### config.mk
export PLATFORM = sky130hd
export DESIGN_NAME = input_only_port_control
export DESIGN_NICKNAME = d
export VERILOG_FILES = /design/src/alt_select_decode.v /design/src/input_only_port_control.v
export VERILOG_INCLUDE_DIRS = /design/src
export SDC_FILE = /design/constraint.sdc
export NUM_CORES = 1
export LEC_CHECK = 0
export BUFFER_PORTS_ARGS = -buffer_cell sky130_fd_sc_hd__buf_2
export CAP_MARGIN = 20
export CORE_ASPECT_RATIO = 1.5
export CORE_MARGIN = 8
export CORE_UTILIZATION = 35
export CTS_CLUSTER_DIAMETER = 200
export CTS_CLUSTER_SIZE = 10
export DETAILED_ROUTE_END_ITERATION = 12
export PLACE_DENSITY = 0.65
export SLEW_MARGIN = 20
export SYNTH_ARGS = -nofsm -noshare
export SYNTH_HDL_FRONTEND = slang
export SYNTH_SLANG_ARGS = --single-unit
### constraint.sdc
create_clock -name i_clk -period 2.47 [get_ports i_clk]
set_input_delay 0.6175 -clock i_clk [delete_from_list [all_inputs] [get_ports i_clk]]
set_output_delay 0.6175 -clock i_clk [all_outputs]
set_load 0.02 [all_outputs]
### src/input_port_defines.vh
`ifndef INPUT_PORT_DEFINES_VH
`define INPUT_PORT_DEFINES_VH

// register byte offsets
`define OFS_PIN_LEVELS      8'h10
`define OFS_DRIVER_CTRL     8'h14
`define OFS_PULL_SELECT     8'h28
`define OFS_PULL_ENABLE     8'h2C

// implemented pins 0,2,3,4,5; bits 1,6,7 read zero
`define PIN_MASK            8'h3D
`define RESERVED_BIT        6
`define NUM_PINS            6
`define NUM_ALT_PINS        5

// reset values
`define RST_PIN_LEVELS      8'h00
`define RST_DRIVER_CTRL     8'h3D
`define RST_PULL_SELECT     8'hBF
`define RST_PULL_ENABLE     8'h00

// axi responses
`define RESP_OKAY           2'b00
`define RESP_SLVERR         2'b10

// alternate select encodings
`define ALT_GPIO            2'b00
`define ALT_FUNC1           2'b01
`define ALT_FUNC2           2'b10
`define ALT_FUNC3           2'b11

`endif

### src/alt_select_decode.v
`timescale 1ns/1ps
`default_nettype none
`include "input_port_defines.vh"

module alt_select_decode (
    input  wire [`NUM_ALT_PINS-1:0] i_alt_select_low_bits,
    input  wire [`NUM_ALT_PINS-1:0] i_alt_select_high_bits,
    output wire [`NUM_ALT_PINS-1:0] o_gpio_sel,
    output wire [`NUM_ALT_PINS-1:0] o_alt1_sel,
    output wire [`NUM_ALT_PINS-1:0] o_alt2_sel,
    output wire [`NUM_ALT_PINS-1:0] o_alt3_sel
);

    genvar g;
    generate
        for (g = 0; g < `NUM_ALT_PINS; g = g + 1) begin : g_pin
            wire [1:0] code;
            assign code = {i_alt_select_high_bits[g],
                           i_alt_select_low_bits[g]};
            assign o_gpio_sel[g] = (code == `ALT_GPIO);
            assign o_alt1_sel[g] = (code == `ALT_FUNC1);
            assign o_alt2_sel[g] = (code == `ALT_FUNC2);
            assign o_alt3_sel[g] = (code == `ALT_FUNC3);
        end
    endgenerate

endmodule // alt_select_decode
`default_nettype wire

### src/input_only_port_control.v
// Register access over AXI4-Lite was left to the implementer.
`timescale 1ns/1ps
`default_nettype none
`include "input_port_defines.vh"

module input_only_port_control (
    input  wire                     i_clk,
    input  wire                     i_resetn,
    // axi4-lite write address
    input  wire [7:0]               i_s_axi_awaddr,
    input  wire [2:0]               i_s_axi_awprot,
    input  wire                     i_s_axi_awvalid,
    output wire                     o_s_axi_awready,
    // axi4-lite write data
    input  wire [31:0]              i_s_axi_wdata,
    input  wire [3:0]               i_s_axi_wstrb,
    input  wire                     i_s_axi_wvalid,
    output wire                     o_s_axi_wready,
    // axi4-lite write response
    output reg  [1:0]               o_s_axi_bresp,
    output reg                      o_s_axi_bvalid,
    input  wire                     i_s_axi_bready,
    // axi4-lite read address
    input  wire [7:0]               i_s_axi_araddr,
    input  wire [2:0]               i_s_axi_arprot,
    input  wire                     i_s_axi_arvalid,
    output wire                     o_s_axi_arready,
    // axi4-lite read data
    output reg  [31:0]              o_s_axi_rdata,
    output reg  [1:0]               o_s_axi_rresp,
    output reg                      o_s_axi_rvalid,
    input  wire                     i_s_axi_rready,
    // pads
    input  wire [`NUM_PINS-1:0]     i_pin_level,
    output wire [`NUM_PINS-1:0]     o_pad_out_en,
    output wire [`NUM_PINS-1:0]     o_pad_input_en,
    output wire [`NUM_PINS-1:0]     o_pad_pull_up_en,
    output wire [`NUM_PINS-1:0]     o_pad_pull_down_en,
    // consumers of the pin levels
    output reg  [`NUM_PINS-1:0]     o_periph_in,
    output wire [`NUM_PINS-1:0]     o_analog_sel,
    output reg                      o_crystal_oscillator_pins_in,
    // neighbouring output port select decode
    input  wire [`NUM_ALT_PINS-1:0] i_alt_select_low_bits,
    input  wire [`NUM_ALT_PINS-1:0] i_alt_select_high_bits,
    output wire [`NUM_ALT_PINS-1:0] o_alt_gpio_sel,
    output wire [`NUM_ALT_PINS-1:0] o_alt1_sel,
    output wire [`NUM_ALT_PINS-1:0] o_alt2_sel,
    output wire [`NUM_ALT_PINS-1:0] o_alt3_sel
);

    localparam [1:0] WS_COLLECT = 2'b01;
    localparam [1:0] WS_RESP    = 2'b10;
    localparam [1:0] RS_IDLE    = 2'b01;
    localparam [1:0] RS_DATA    = 2'b10;
    // pins 0 and 2..5 exist
    localparam [7:0] PIN_MASK_W = `PIN_MASK;

    reg  [1:0]  wstate_r;
    reg  [1:0]  wstate_nxt;
    reg         aw_got_r;
    reg         w_got_r;
    reg  [7:0]  awaddr_r;
    reg  [31:0] wdata_r;
    reg  [3:0]  wstrb_r;
    reg  [1:0]  rstate_r;
    reg  [1:0]  rstate_nxt;

    reg  [7:0]  pin_levels_r;
    reg  [7:0]  driver_ctrl_r;
    reg  [7:0]  pull_select_r;
    reg  [7:0]  pull_enable_r;

    wire        aw_hs;
    wire        w_hs;
    wire        ar_hs;
    wire        aw_have;
    wire        w_have;
    wire [7:0]  wr_addr;
    wire [31:0] wr_data;
    wire [3:0]  wr_strb;
    wire        wr_fire;
    wire        wr_hit;
    wire [7:0]  wr_byte;
    reg  [7:0]  rd_byte;
    reg         rd_hit;
    wire [`NUM_PINS-1:0] in_en;
    wire [`NUM_PINS-1:0] pin_sample;

    wire        wr_en;
    wire        wr_sel_lvl;
    wire        wr_sel_drv;
    wire        wr_sel_psel;
    wire        wr_sel_pen;
    wire [1:0]  wr_resp;
    wire [1:0]  rd_resp;
    wire [31:0] rd_word;

    // write channel handshakes, address and data in either order
    assign o_s_axi_awready = (wstate_r == WS_COLLECT) && !aw_got_r;
    assign o_s_axi_wready  = (wstate_r == WS_COLLECT) && !w_got_r;
    assign aw_hs   = i_s_axi_awvalid && o_s_axi_awready;
    assign w_hs    = i_s_axi_wvalid && o_s_axi_wready;
    assign aw_have = aw_got_r || aw_hs;
    assign w_have  = w_got_r || w_hs;
    assign wr_addr = aw_got_r ? awaddr_r : i_s_axi_awaddr;
    assign wr_data = w_got_r ? wdata_r : i_s_axi_wdata;
    assign wr_strb = w_got_r ? wstrb_r : i_s_axi_wstrb;
    assign wr_fire = (wstate_r == WS_COLLECT) && aw_have && w_have;
    // write address decode
    assign wr_sel_lvl  = (wr_addr == `OFS_PIN_LEVELS);
    assign wr_sel_drv  = (wr_addr == `OFS_DRIVER_CTRL);
    assign wr_sel_psel = (wr_addr == `OFS_PULL_SELECT);
    assign wr_sel_pen  = (wr_addr == `OFS_PULL_ENABLE);
    assign wr_hit  = wr_sel_lvl || wr_sel_drv || wr_sel_psel || wr_sel_pen;
    // unmapped offsets answer an error
    assign wr_resp = wr_hit ? `RESP_OKAY : `RESP_SLVERR;
    assign wr_en   = wr_fire && wr_strb[0];
    assign wr_byte = wr_data[7:0] & `PIN_MASK;

    always @* begin
        wstate_nxt = wstate_r;
        case (wstate_r)
            WS_COLLECT: begin
                if (wr_fire) begin
                    wstate_nxt = WS_RESP;
                end
            end
            WS_RESP: begin
                if (i_s_axi_bready) begin
                    wstate_nxt = WS_COLLECT;
                end
            end
            default: begin
                wstate_nxt = WS_COLLECT;
            end
        endcase
    end

    always @(posedge i_clk or negedge i_resetn) begin
        if (!i_resetn) begin
            wstate_r       <= WS_COLLECT;
            aw_got_r       <= 1'b0;
            w_got_r        <= 1'b0;
            awaddr_r       <= 8'h00;
            wdata_r        <= 32'h0000_0000;
            wstrb_r        <= 4'h0;
            o_s_axi_bvalid <= 1'b0;
            o_s_axi_bresp  <= `RESP_OKAY;
        end else begin
            wstate_r <= wstate_nxt;
            if (aw_hs) begin
                awaddr_r <= i_s_axi_awaddr;
            end
            if (w_hs) begin
                wdata_r <= i_s_axi_wdata;
                wstrb_r <= i_s_axi_wstrb;
            end
            if (wr_fire) begin
                aw_got_r       <= 1'b0;
                w_got_r        <= 1'b0;
                o_s_axi_bvalid <= 1'b1;
                o_s_axi_bresp  <= wr_resp;
            end else begin
                if (aw_hs) begin
                    aw_got_r <= 1'b1;
                end
                if (w_hs) begin
                    w_got_r <= 1'b1;
                end
                if (o_s_axi_bvalid && i_s_axi_bready) begin
                    o_s_axi_bvalid <= 1'b0;
                end
            end
        end
    end

    // control registers
    always @(posedge i_clk or negedge i_resetn) begin
        if (!i_resetn) begin
            driver_ctrl_r <= `RST_DRIVER_CTRL;
            pull_select_r <= `RST_PULL_SELECT;
            pull_enable_r <= `RST_PULL_ENABLE;
        end else if (wr_en) begin
            case (wr_addr)
                `OFS_DRIVER_CTRL: begin
                    driver_ctrl_r <= wr_byte;
                end
                `OFS_PULL_SELECT: begin
                    pull_select_r <= wr_byte;
                end
                `OFS_PULL_ENABLE: begin
                    pull_enable_r <= wr_byte;
                end
                default: begin
                    driver_ctrl_r <= driver_ctrl_r;
                end
            endcase
        end
    end

    // per-pin pad controls
    genvar p;
    generate
        for (p = 0; p < `NUM_PINS; p = p + 1) begin : g_pad
            assign in_en[p] = PIN_MASK_W[p] & ~driver_ctrl_r[p];
            assign pin_sample[p] = i_pin_level[p] & in_en[p];
            assign o_analog_sel[p] = PIN_MASK_W[p];
            assign o_pad_out_en[p] = 1'b0;
            assign o_pad_pull_up_en[p] =
                PIN_MASK_W[p] & pull_enable_r[p] & pull_select_r[p];
            assign o_pad_pull_down_en[p] =
                PIN_MASK_W[p] & pull_enable_r[p] & ~pull_select_r[p];
        end
    endgenerate

    assign o_pad_input_en = in_en;

    always @(posedge i_clk or negedge i_resetn) begin
        if (!i_resetn) begin
            pin_levels_r <= `RST_PIN_LEVELS;
        end else begin
            pin_levels_r <= {2'b00, pin_sample};
        end
    end

    always @(posedge i_clk or negedge i_resetn) begin
        if (!i_resetn) begin
            o_periph_in                  <= 6'h00;
            o_crystal_oscillator_pins_in <= 1'b0;
        end else begin
            o_periph_in                  <= pin_sample;
            o_crystal_oscillator_pins_in <= i_pin_level[0];
        end
    end

    // read channel, one request at a time
    assign o_s_axi_arready = (rstate_r == RS_IDLE);
    assign ar_hs = i_s_axi_arvalid && o_s_axi_arready;

    // read state: idle or data held
    always @* begin
        rstate_nxt = rstate_r;
        case (rstate_r)
            RS_IDLE: begin
                if (ar_hs) begin
                    rstate_nxt = RS_DATA;
                end
            end
            RS_DATA: begin
                if (i_s_axi_rready) begin
                    rstate_nxt = RS_IDLE;
                end
            end
            default: begin
                rstate_nxt = RS_IDLE;
            end
        endcase
    end

    // read state register
    always @(posedge i_clk or negedge i_resetn) begin
        if (!i_resetn) begin
            rstate_r <= RS_IDLE;
        end else begin
            rstate_r <= rstate_nxt;
        end
    end

    always @* begin
        rd_hit  = 1'b1;
        rd_byte = 8'h00;
        case (i_s_axi_araddr)
            `OFS_PIN_LEVELS: begin
                rd_byte = pin_levels_r;
            end
            `OFS_DRIVER_CTRL: begin
                rd_byte = driver_ctrl_r;
            end
            `OFS_PULL_SELECT: begin
                rd_byte = pull_select_r;
            end
            `OFS_PULL_ENABLE: begin
                rd_byte = pull_enable_r;
            end
            default: begin
                rd_hit = 1'b0;
            end
        endcase
    end

    assign rd_word = {24'h00_0000, rd_byte & PIN_MASK_W};
    assign rd_resp = rd_hit ? `RESP_OKAY : `RESP_SLVERR;

    always @(posedge i_clk or negedge i_resetn) begin
        if (!i_resetn) begin
            o_s_axi_rvalid <= 1'b0;
            o_s_axi_rdata  <= 32'h0000_0000;
            o_s_axi_rresp  <= `RESP_OKAY;
        end else if (ar_hs) begin
            o_s_axi_rvalid <= 1'b1;
            o_s_axi_rdata  <= rd_word;
            o_s_axi_rresp  <= rd_resp;
        end else if (i_s_axi_rready) begin
            o_s_axi_rvalid <= 1'b0;
        end
    end

    alt_select_decode u_alt_decode (
        .i_alt_select_low_bits  (i_alt_select_low_bits),
        .i_alt_select_high_bits (i_alt_select_high_bits),
        .o_gpio_sel             (o_alt_gpio_sel),
        .o_alt1_sel             (o_alt1_sel),
        .o_alt2_sel             (o_alt2_sel),
        .o_alt3_sel             (o_alt3_sel)
    );

endmodule // input_only_port_control
`default_nettype wire

**Word-level counts from Yosys, hierarchy flattened**

Cells that the tools add are included.

- Reduce and logical (&&, ||, !) cells: 31
- Eq/ne operators: 31
- Mux-type cells: 21
- Bitwise logic cells: 25

Operators by type and width:

| operator | number |
|---|---|
| == test 8 x 5 -> 1 bit, second input constant | 4 |
| == test 8 x 6 -> 1 bit, second input constant | 4 |
| == test 2 bit, second input constant | 12 |
| case mux 6 bit (4 select lines) | 1 |
| bitwise AND 1 bit | 15 |
| == test 2 x 1 -> 1 bit, second input constant | 7 |
| 2-to-1 mux 2 bit | 6 |
| zero test 2 bit | 5 |
| 2-to-1 mux 1 bit | 10 |
| inverter 1 bit | 10 |
| AND reduction 2 bit | 5 |
| logical AND 1 bit | 9 |
| 2-to-1 mux 8 bit | 1 |
| case mux 2 bit (2 select lines) | 2 |
| nonzero test 2 bit | 4 |
| 2-to-1 mux 6 bit | 1 |
| inequality test 2 bit, second input constant | 3 |
| logical OR 1 bit | 5 |
| OR reduction 4 bit | 1 |
| zero test 1 bit | 2 |
| inequality test 2 x 1 -> 1 bit, second input constant | 1 |

- Register bits: 54
- Input bits: 81
- Logic and storage cells: 125
- Output and inout port bits: 98

**Depth between registers and ports, before layout**

Gate-level depths: netlist of run 1.

- Depth in word-level cells: 8
- Depth in mapped cells: 6
- Mapped depth without buffers: 4

**Hierarchy**

Synthesis of run 1 repeated with hierarchy kept, for this count alone.

- Cell total of the unflattened synthesis: 253
- Area total of the unflattened synthesis: 2,834.0 um^2

By module, submodules not included:

| module | seq. area each (um^2) | times used | area an instance (um^2) | cells each |
|---|---|---|---|---|
| input_only_port_control | 1,266.2 | 1 | 2,690.1 | 233 |
| alt_select_decode | 0.0 | 1 | 143.9 | 20 |

**Worst setup path after synthesis of run 1**

OpenSTA, ideal clock, no wires.

- Kind: register to register
- Start point: register aw_got_r
- End point: register driver_ctrl_r[0]
- Arrival time: 2,112 ps
- Period minus slack after synthesis: 2,194 ps
- Slack: 276 ps
- Stages on the path, launching flop included: 5
- Path through: dfrtp_1 > or3b_1 > or4_4 > a2111oi_4 > mux2_2

- Longest elaborated chain between the ends: 8
- Elaborated cells between the ends (all ways): 10
- Those cells by class: eq/ne (1); mux (1); reduce/logical (8)

RTL lines:

| element | RTL line | RTL |
|---|---|---|
| from (decl) | input_only_port_control.v:61 | `reg aw_got_r;` |
| from (signal assigned) | input_only_port_control.v:143 | `aw_got_r <= 1'b0;` |
| from (signal assigned) | input_only_port_control.v:160 | `aw_got_r <= 1'b0;` |
| from (signal assigned) | input_only_port_control.v:166 | `aw_got_r <= 1'b1;` |
| zero test 1 bit | input_only_port_control.v:100 | `assign o_s_axi_awready = (wstate_r == WS_COLLECT) && !aw_got_r;` |
| logical AND 1 bit | input_only_port_control.v:100 |  |
| logical AND 1 bit | input_only_port_control.v:102 | `assign aw_hs = i_s_axi_awvalid && o_s_axi_awready;` |
| logical OR 1 bit | input_only_port_control.v:104 | `assign aw_have = aw_got_r \|\| aw_hs;` |
| logical AND 1 bit (2 in a row) | input_only_port_control.v:109 | `assign wr_fire = (wstate_r == WS_COLLECT) && aw_have && w_have;` |
| logical AND 1 bit | input_only_port_control.v:118 | `assign wr_en = wr_fire && wr_strb[0];` |
| AND reduction 2 bit (no source line) * | - |  |
| to (signal assigned) | input_only_port_control.v:181 | `` driver_ctrl_r <= `RST_DRIVER_CTRL; `` |
| to (signal assigned) | input_only_port_control.v:187 | `driver_ctrl_r <= wr_byte;` |
| to (signal assigned) | input_only_port_control.v:196 | `driver_ctrl_r <= driver_ctrl_r;` |
| to (decl) | input_only_port_control.v:70 | `reg [7:0] driver_ctrl_r;` |

Every way passes the cells marked *; elsewhere a longest branch is shown, timed or not.
A chain may end at the register's enable or synchronous reset.

**Worst setup path in the final report of run 1**

- Start point: register awaddr_r[3]
- End point: register driver_ctrl_r[4]

- Longest elaborated chain between the ends: 3

RTL lines:

| element | RTL line | RTL |
|---|---|---|
| from (decl) | input_only_port_control.v:63 | `reg [7:0] awaddr_r;` |
| from (signal assigned) | input_only_port_control.v:153 | `awaddr_r <= i_s_axi_awaddr;` |
| 2-to-1 mux 8 bit | input_only_port_control.v:106 | `assign wr_addr = aw_got_r ? awaddr_r : i_s_axi_awaddr;` |
| == test 8 x 5 -> 1 bit | input_only_port_control.v:185 | `case (wr_addr)` |
| AND reduction 2 bit (no source line) | - |  |

No other way between the ends.

==> metrics.md, run 1 <==
| Metric | Value |
|---|---|
| Worst R2R Path Depth | `5` |
| Total CTS buffers | `5` |
| Final setup fails | `0` |
| F_max | `0.4399 GHz` |
| Mapped Area | `approximately 2800 um2` |
| Unrepaired setup endpoints after global routing | `no` |
| VDD IR-drop max | `0.0005734 V` |
| Clk Latency, worst-skew pair | `290 ps` |
| Syn Area/Cell | `about 11 um2` |
| First-pass GRT wire length | `roughly 10 mm` |
| Leakage power | `1.718 nW` |
| Die X | `88.49 um` |
| Setup Fix Bufs, Post-CTS | `0` |
| Area Growth Syn to Fin | `22.36%` |
| Final Hold Viols | `0` |
| DP Worst Slack | `roughly 210 ps` |
| Placed inst area | `3224 um2` |
| Post-cts repair resize count | `0` |
| Area leader, netlist | `dfrtp_1` |
| Min Clock Period, post-route | `~2300 ps` |
| H-tree levels | `2` |
| Final GP Congestion | `0.7249` |
| Clock-pin slew on the worst setup and hold paths | `roughly 70 ps` |
| DR WL/cell | `14.93 um` |
| Worst Max-Slew Pin Slew | `643.1 ps` |
| CP arrival | `between 2000 and 2500 ps` |
| Clock tree buffer depth | `2` |
| Initial Util | `0.3624` |
| Cells after Synth | `255` |
| Final #Nets | `439` |
| Setup ws final | `196.6 ps` |
| Critical Path, Cell by Cell | `or3b_2 > or4_4 > a2111oi_4 > buf_4 > mux2_2` |
| Main synth FF type | `dfrtp_1` |
| # diodes | `0` |
| Vias per cell | `4.408` |
| Hpwl dp | `5.763 mm` |
| CORE AREA | `7612 um2` |
| Crit share post-route | `0.9204` |
| Layout cells sized above 1 | `0.4485` |
| Gr ovfl total | `0` |
| IO buf count | `96` |
| Residual DRC | `0` |
| Drt initial violations | `68` |
| Total power draw | `between 0.002 and 0.003 W` |
| P per Cell Area | `826.8 nW/um2` |
| Dpl cells | `453` |
| Final wirelength | `6.885 mm` |
| Worst reg2reg setup slack | `approximately 200 ps` |
| Die H | `124.7 um` |
| Synth top area share | `0.3447` |
| All-Layer GR Usage | `0.1204` |
| Synth unique cells | `36` |
| Synth top area cells | `dfrtp_1 (34%), mux2_2 (14%), buf_4 (12%), dfstp_2 (11%), nor2b_1 (4.8%)` |
| Sequential fraction of the synthesis area | `0.4590` |
| Ys async rst share | `1.000` |
| Critical Path Sink Type | `flop` |
| Worst Skew | `just over 9 ps` |
| Worst Setup Start Kind | `flop` |
| Vias in the first global route | `2067` |
| Via count | `roughly 2000` |
| Reg2reg end | `driver_ctrl_r[4]` |
| Slew HR | `0.5694` |
| FF-to-FF Start | `awaddr_r[3]` |
| Die area | `11040 um2` |
| CP peak stage delay | `~460 ps` |
| I/O pin count | `179` |
| Hold_buf cts | `0` |
| Number of synthesized flops with an enable pin | `0` |
| Seq cells post-synth | `50` |
| DR pass1 iterations | `4` |
| HP Class | `in2async` |
| Outcome | `finished clean` |
| Total negative slack | `0 ps` |
| Critical path's slowest cell | `or3b_2` |
| Root Driver | `clkbuf_16` |
| Initial antenna violation count | `0` |
| Required time worst endpoint | `2680 ps` |
| Row count | `39` |
| Max cap viols | `0` |
| CP max FO | `5` |
| CTS tree | `built` |
| Kind of critical path | `reg2reg` |
| Fin area | `3376 um2` |
| Largest net degree at the start of global routing | `24` |
| Yosys warning total | `0` |
| Post-route ant nets | `0` |
| Fin cells | `461` |
| Clk sink count | `50` |
| Max-slew violations | `0` |
## registers in the layout (all words and copies together) (netlist names)
register / cells
pull_enable_r: 5
wdata_r: 5
o_s_axi_rvalid: 1
o_s_axi_bresp: 1
rstate_r: 2
wstate_r: 2
w_got_r: 1
o_crystal_oscillator_pins_in: 1
driver_ctrl_r: 5
pin_levels_r: 5
wstrb_r: 1
aw_got_r: 1
pull_select_r: 5
o_s_axi_bvalid: 1
o_s_axi_rdata: 5
awaddr_r: 8
o_s_axi_rresp: 1
## final cells by class
type / count / area, um2
Timing Repair Buffer: 103 / 533.0
Inverter: 13 / 48.80
Clock buffer: 6 / 138.9
Tap cell: 102 / 127.6
Clock inverter: 2 / 12.51
Sequential cell: 50 / 1266
Multi-Input combinational cell: 185 / 1249
Fill cell: 756 / 4237
## cell families (layout without fill, tap and decap cells)
| group | Yosys count | count (layout) | share of synthesized area |
|---|---|---|---|
| AO/OA/AOI/OAI | 24 | 24 | 0.07165 |
| buffers and inverters | 63 | 124 | 0.1469 |
| other | 2 | 45 | 0.002722 |
| flip-flops | 50 | 50 | 0.4590 |
| AND/OR/NAND/NOR | 74 | 74 | 0.1519 |
| multiplexers | 42 | 42 | 0.1678 |
## where the power goes
group / internal, W / leakage, nW / switching [W] / total, W
clock network: 0.000401 / 0.0729 / 0.000297 / 0.000698
logic: 0.000398 / 1.05 / 0.000502 / 0.000900
registers: 0.00105 / 0.594 / 0.000142 / 0.00119
total: 0.00185 / 1.72 / 0.000941 / 0.00279
## synthesized netlist by cell type (2+ instances only)
cell type / instances
o21a_1: 2
o211ai_1: 2
a22o_1: 3
nor4_1: 2
dfrtp_1: 38
mux2_2: 34
conb_1: 2
mux2i_1: 8
o21ai_0: 3
nand3b_1: 2
nor2b_1: 21
buf_4: 45
nor2_1: 16
inv_1: 13
clkbuf_1: 5
a221oi_1: 4
dfstp_2: 12
o22ai_1: 3
and2_1: 14
o31ai_1: 2
nand2_1: 8
nand2b_1: 2
## how the worst max path moves through the flow
stage	start	to	depth (start not counted)
global placement	awaddr_r[0]	driver_ctrl_r[0]	5
detailed placement	awaddr_r[3]	driver_ctrl_r[5]	5
floorplan	aw_got_r	driver_ctrl_r[0]	4
finish	awaddr_r[3]	driver_ctrl_r[4]	5
CTS	awaddr_r[3]	driver_ctrl_r[4]	5
global route	awaddr_r[3]	driver_ctrl_r[4]	5
## placed cells by master, fill, tap and decap left out, drive strengths merged, types with 2 or more instances in the layout
master  synthesis  layout
nor2           16      16
mux2i           8       8
nand2           8       8
nor2b          21      21
dfstp          12      12
or4             2       2
o211ai          2       2
or3b            2       2
o21ai           3       3
o21a            2       2
conb            2      45
clkbuf          5       6
buf            45     103
dfrtp          38      38
and2           14      14
a221oi          4       4
nand2b          2       2
inv            13      13
nor4            2       2
a22o            3       3
o22ai           3       3
nand3b          2       2
mux2           34      34
o31ai           2       2
## worst max-delay path, delay by kind of cell (launching register included)
kind | cells | cell delay, ps
and+or+nand+nor | 2 | 910
DFF | 1 | 400
AOI/OAI and AO/OA | 1 | 350
muxes | 1 | 330
buffers and inverters | 1 | 210
## metrics by stage
step / utilization / hold slack, ps
after global routing: 0.4435 / 211.4
after global placement: 0.4236 / 475.9
final: 0.4435 / 194.7
after detailed placement: 0.4236 / 470.8
after CTS: 0.4435 / 197.5
after floorplan: - / 321.9
## per-layer routing
metal / share of wire / global-route usage / up-vias
li1: - / - / 980
met1: 0.36 / 0.1214 / 945
met2: 0.52 / 0.2208 / 100
met3: 0.11 / 0.03435 / 7
met4: 0.014 / 0.04505 / 0
met5: 0 / 0 / -
Note: power is estimated with default switching activity, not from simulation.
==> inputs of run 2 (changes only) <==
CELL_PAD_IN_SITES_DETAIL_PLACEMENT = 0   (was not set)
CELL_PAD_IN_SITES_GLOBAL_PLACEMENT = 1   (was not set)
CORE_UTILIZATION = 30   (was 35)
PLACE_DENSITY = 0.76   (was 0.65)
==> run 2 against run 1 <==
Net effect: global-route usage is 1.7 points lower; largest power group unchanged; critical path depth unchanged; register-to-register slack got worse by 20 ps; non-clock buffer count unchanged; sequential cell count stayed put; critical path type unchanged; worst hold slack gained 130 ps; die area is 14% higher; power up 0.24%; utilization fell by 7.0 points.
==> metrics.md, run 2 (synthesis gave the netlist of run 1 again) <==
| Metric | Value |
|---|---|
| Clk sink count | `50 (unchanged)` |
| Row count | `43 (+10%)` |
| VDD IR-drop max | `0.0004573 V (-20%)` |
| Slew HR | `0.5694 (about the same)` |
| Leakage power | `1.717 nW (about the same)` |
| Root Driver | `clkbuf_16` |
| P per Cell Area | `823.3 nW/um2 (-0.42%)` |
| Initial Util | `0.3034 (-0.05900)` |
| Vias in the first global route | `2102 (+1.7%)` |
| Worst Max-Slew Pin Slew | `643.1 ps (+0.04447 ps)` |
| # diodes | `0 (unchanged)` |
| Worst setup path start | `awaddr_r[3]` |
| Clock-pin slew on the worst setup and hold paths | `70 ps (about the same)` |
| Outcome | `finished clean` |
| Critical path's slowest cell | `or3b_2` |
| Largest Register | `awaddr_r` |
| Post-cts repair resize count | `0 (unchanged)` |
| IO buf count | `96 (unchanged)` |
| CP delay by family, top | `simple AND/OR/NAND/NOR gates` |
| Gr ovfl total | `0 (unchanged)` |
| Hpwl dp | `5.740 mm (-0.39%)` |
| DR WL/cell | `14.35 um (-3.9%)` |
| H-tree levels | `2 (unchanged)` |
| Initial antenna violation count | `1 (+1)` |
| Critical Path Stages | `5 (unchanged)` |
| Critical Path Sink Type | `flop` |
| All-Layer GR Usage | `0.1031 (-0.01735)` |
| Worst R2R Path Depth | `5 (unchanged)` |
| DR pass1 iterations | `4 (unchanged)` |
| Sequential Power Share | `0.422 (-0.006)` |
| HP Class | `in2async` |
| Clk Latency, worst-skew pair | `290 ps (about the same)` |
| Min Clock Period, post-route | `2297 ps (+23.26 ps)` |
| Kind of critical path | `reg2reg` |
| F_max | `0.4354 GHz (-1.0%)` |
| First-pass GRT wire length | `10.34 mm (-0.66%)` |
| FF-to-FF Start | `awaddr_r[3]` |
| Via count | `2058 (+1.3%)` |
| Max-slew violations | `0 (unchanged)` |
| Final GP Congestion | `0.7778 (+7.3%)` |
| CP arrival | `2510 ps (+20 ps)` |
| Final Util | `0.3737 (-0.06971)` |
| Largest net degree at the start of global routing | `28 (+17%)` |
| Power Internal | `0.001847 W (-0.20%)` |
| Final wirelength | `6.758 mm (-1.8%)` |
| CP peak stage delay | `480 ps (+20 ps)` |
| Die H | `133.5 um (+7.0%)` |
| Crit share post-route | `0.9298 (+0.009415)` |
| Most common cell after layout, fill and taps aside | `buf_2` |
| Hold_buf cts | `0 (unchanged)` |
| Worst Skew | `6.845 ps (-2.232 ps)` |
| Drt initial violations | `40 (-41%)` |
| Die area | `12580 um2 (+14%)` |
| Die X | `94.30 um (+6.6%)` |
| Post-route ant nets | `0 (unchanged)` |
| Most frequent cells in the layout | `buf_2 (96), conb_1 (45), dfrtp_1 (38)` |
| Total CTS buffers | `5 (unchanged)` |
| Worst Setup Start Kind | `flop` |
| Total negative slack | `0 ps (unchanged)` |
| I/O pin count | `179 (unchanged)` |
| Residual DRC | `0 (unchanged)` |
| CORE AREA | `9092 um2 (+19%)` |
| Clock tree buffer depth | `2 (unchanged)` |
| Max FFs per register | `8 (unchanged)` |
| Reg2reg end | `driver_ctrl_r[0]` |
| CP Buf/Inv Count | `1 (unchanged)` |
| Critical Path, Cell by Cell | `or3b_2 > or4_4 > a2111oi_4 > buf_4 > mux2_2` |
| Layout cells sized above 1 | `0.4485 (unchanged)` |
| Unrepaired setup endpoints after global routing | `no` |
| Clk network pwr share | `0.247 (-0.003)` |
| Final setup fails | `0 (unchanged)` |
| Sw frac | `0.3400 (+0.002951)` |
| Required time worst endpoint | `2680 ps (about the same)` |
| Vias per cell | `4.369 (-0.87%)` |
| CTS tree | `built` |
| Critical Path Sink | `driver_ctrl_r[0]` |
| Worst reg2reg setup slack | `170 ps (-20 ps)` |
| Final Hold Viols | `0 (unchanged)` |
| Combinational share of power | `0.332 (+0.010)` |
| Setup Fix Bufs, Post-CTS | `0 (unchanged)` |
| Area Growth Syn to Fin | `23.17%` |
| Final #Nets | `439 (unchanged)` |
| CP max FO | `5 (unchanged)` |
| Switching pwr | `0.0009512 W (+1.1%)` |
| Max cap viols | `0 (unchanged)` |
[run 2: cell type report]
class,instances,area [um2]
timing repair buffer,103,545.5
inverter,13,48.80
tap,112,140.1
clock buffer,5,125.1
clock inverter,3,23.77
multi-input combinational,185,1249
fill,941,5694
sequential,50,1266
[run 2: worst min path at each step]
stage                                start               end  cells after the start  slack (ps)
after floorplan                   i_resetn          aw_got_r                      0         320
after global placement    o_s_axi_rdata[3]  o_s_axi_rdata[3]                      2         460
after detailed placement  o_s_axi_rdata[3]  o_s_axi_rdata[3]                      2         470
after CTS                         i_resetn  o_s_axi_rresp[1]                      1         340
after global routing              i_resetn  o_s_axi_rresp[1]                      1         350
final                             i_resetn  o_s_axi_rdata[2]                      1         330
[run 2: per-layer routing]
metal	vias to the layer above	routed length [um]	track usage
met5	-	10	0
met1	961	2268	0.09997
met3	8	1007	0.04505
li1	980	-	-
met4	2	60	0.02923
met2	107	3412	0.1881
[run 2: power groups by stage]
stage          logic [W]  clock network, W  registers [W]
6_report        0.000928          0.000690        0.00118
5_1_grt          0.00101          0.000753        0.00121
4_1_cts         0.000943          0.000715        0.00118
3_5_place_dp    0.000937                 0        0.00120
3_3_place_gp    0.000922                 0        0.00118
2_1_floorplan   0.000685                 0        0.00120
[run 2: metrics by stage]
step	setup slack (ps)	cell area, um2	hold slack [ps]	cells	power [W]
2_1_floorplan	275.8	2920	321.9	298	0.001881
3_3_place_gp	186.7	3249	461.5	463	0.002107
3_5_place_dp	178.5	3249	472.6	463	0.002133
4_1_cts	167.7	3398	340.7	471	0.002839
5_1_grt	121.6	3398	351.7	471	0.002975
6_report	173.3	3398	326.5	471	0.002798
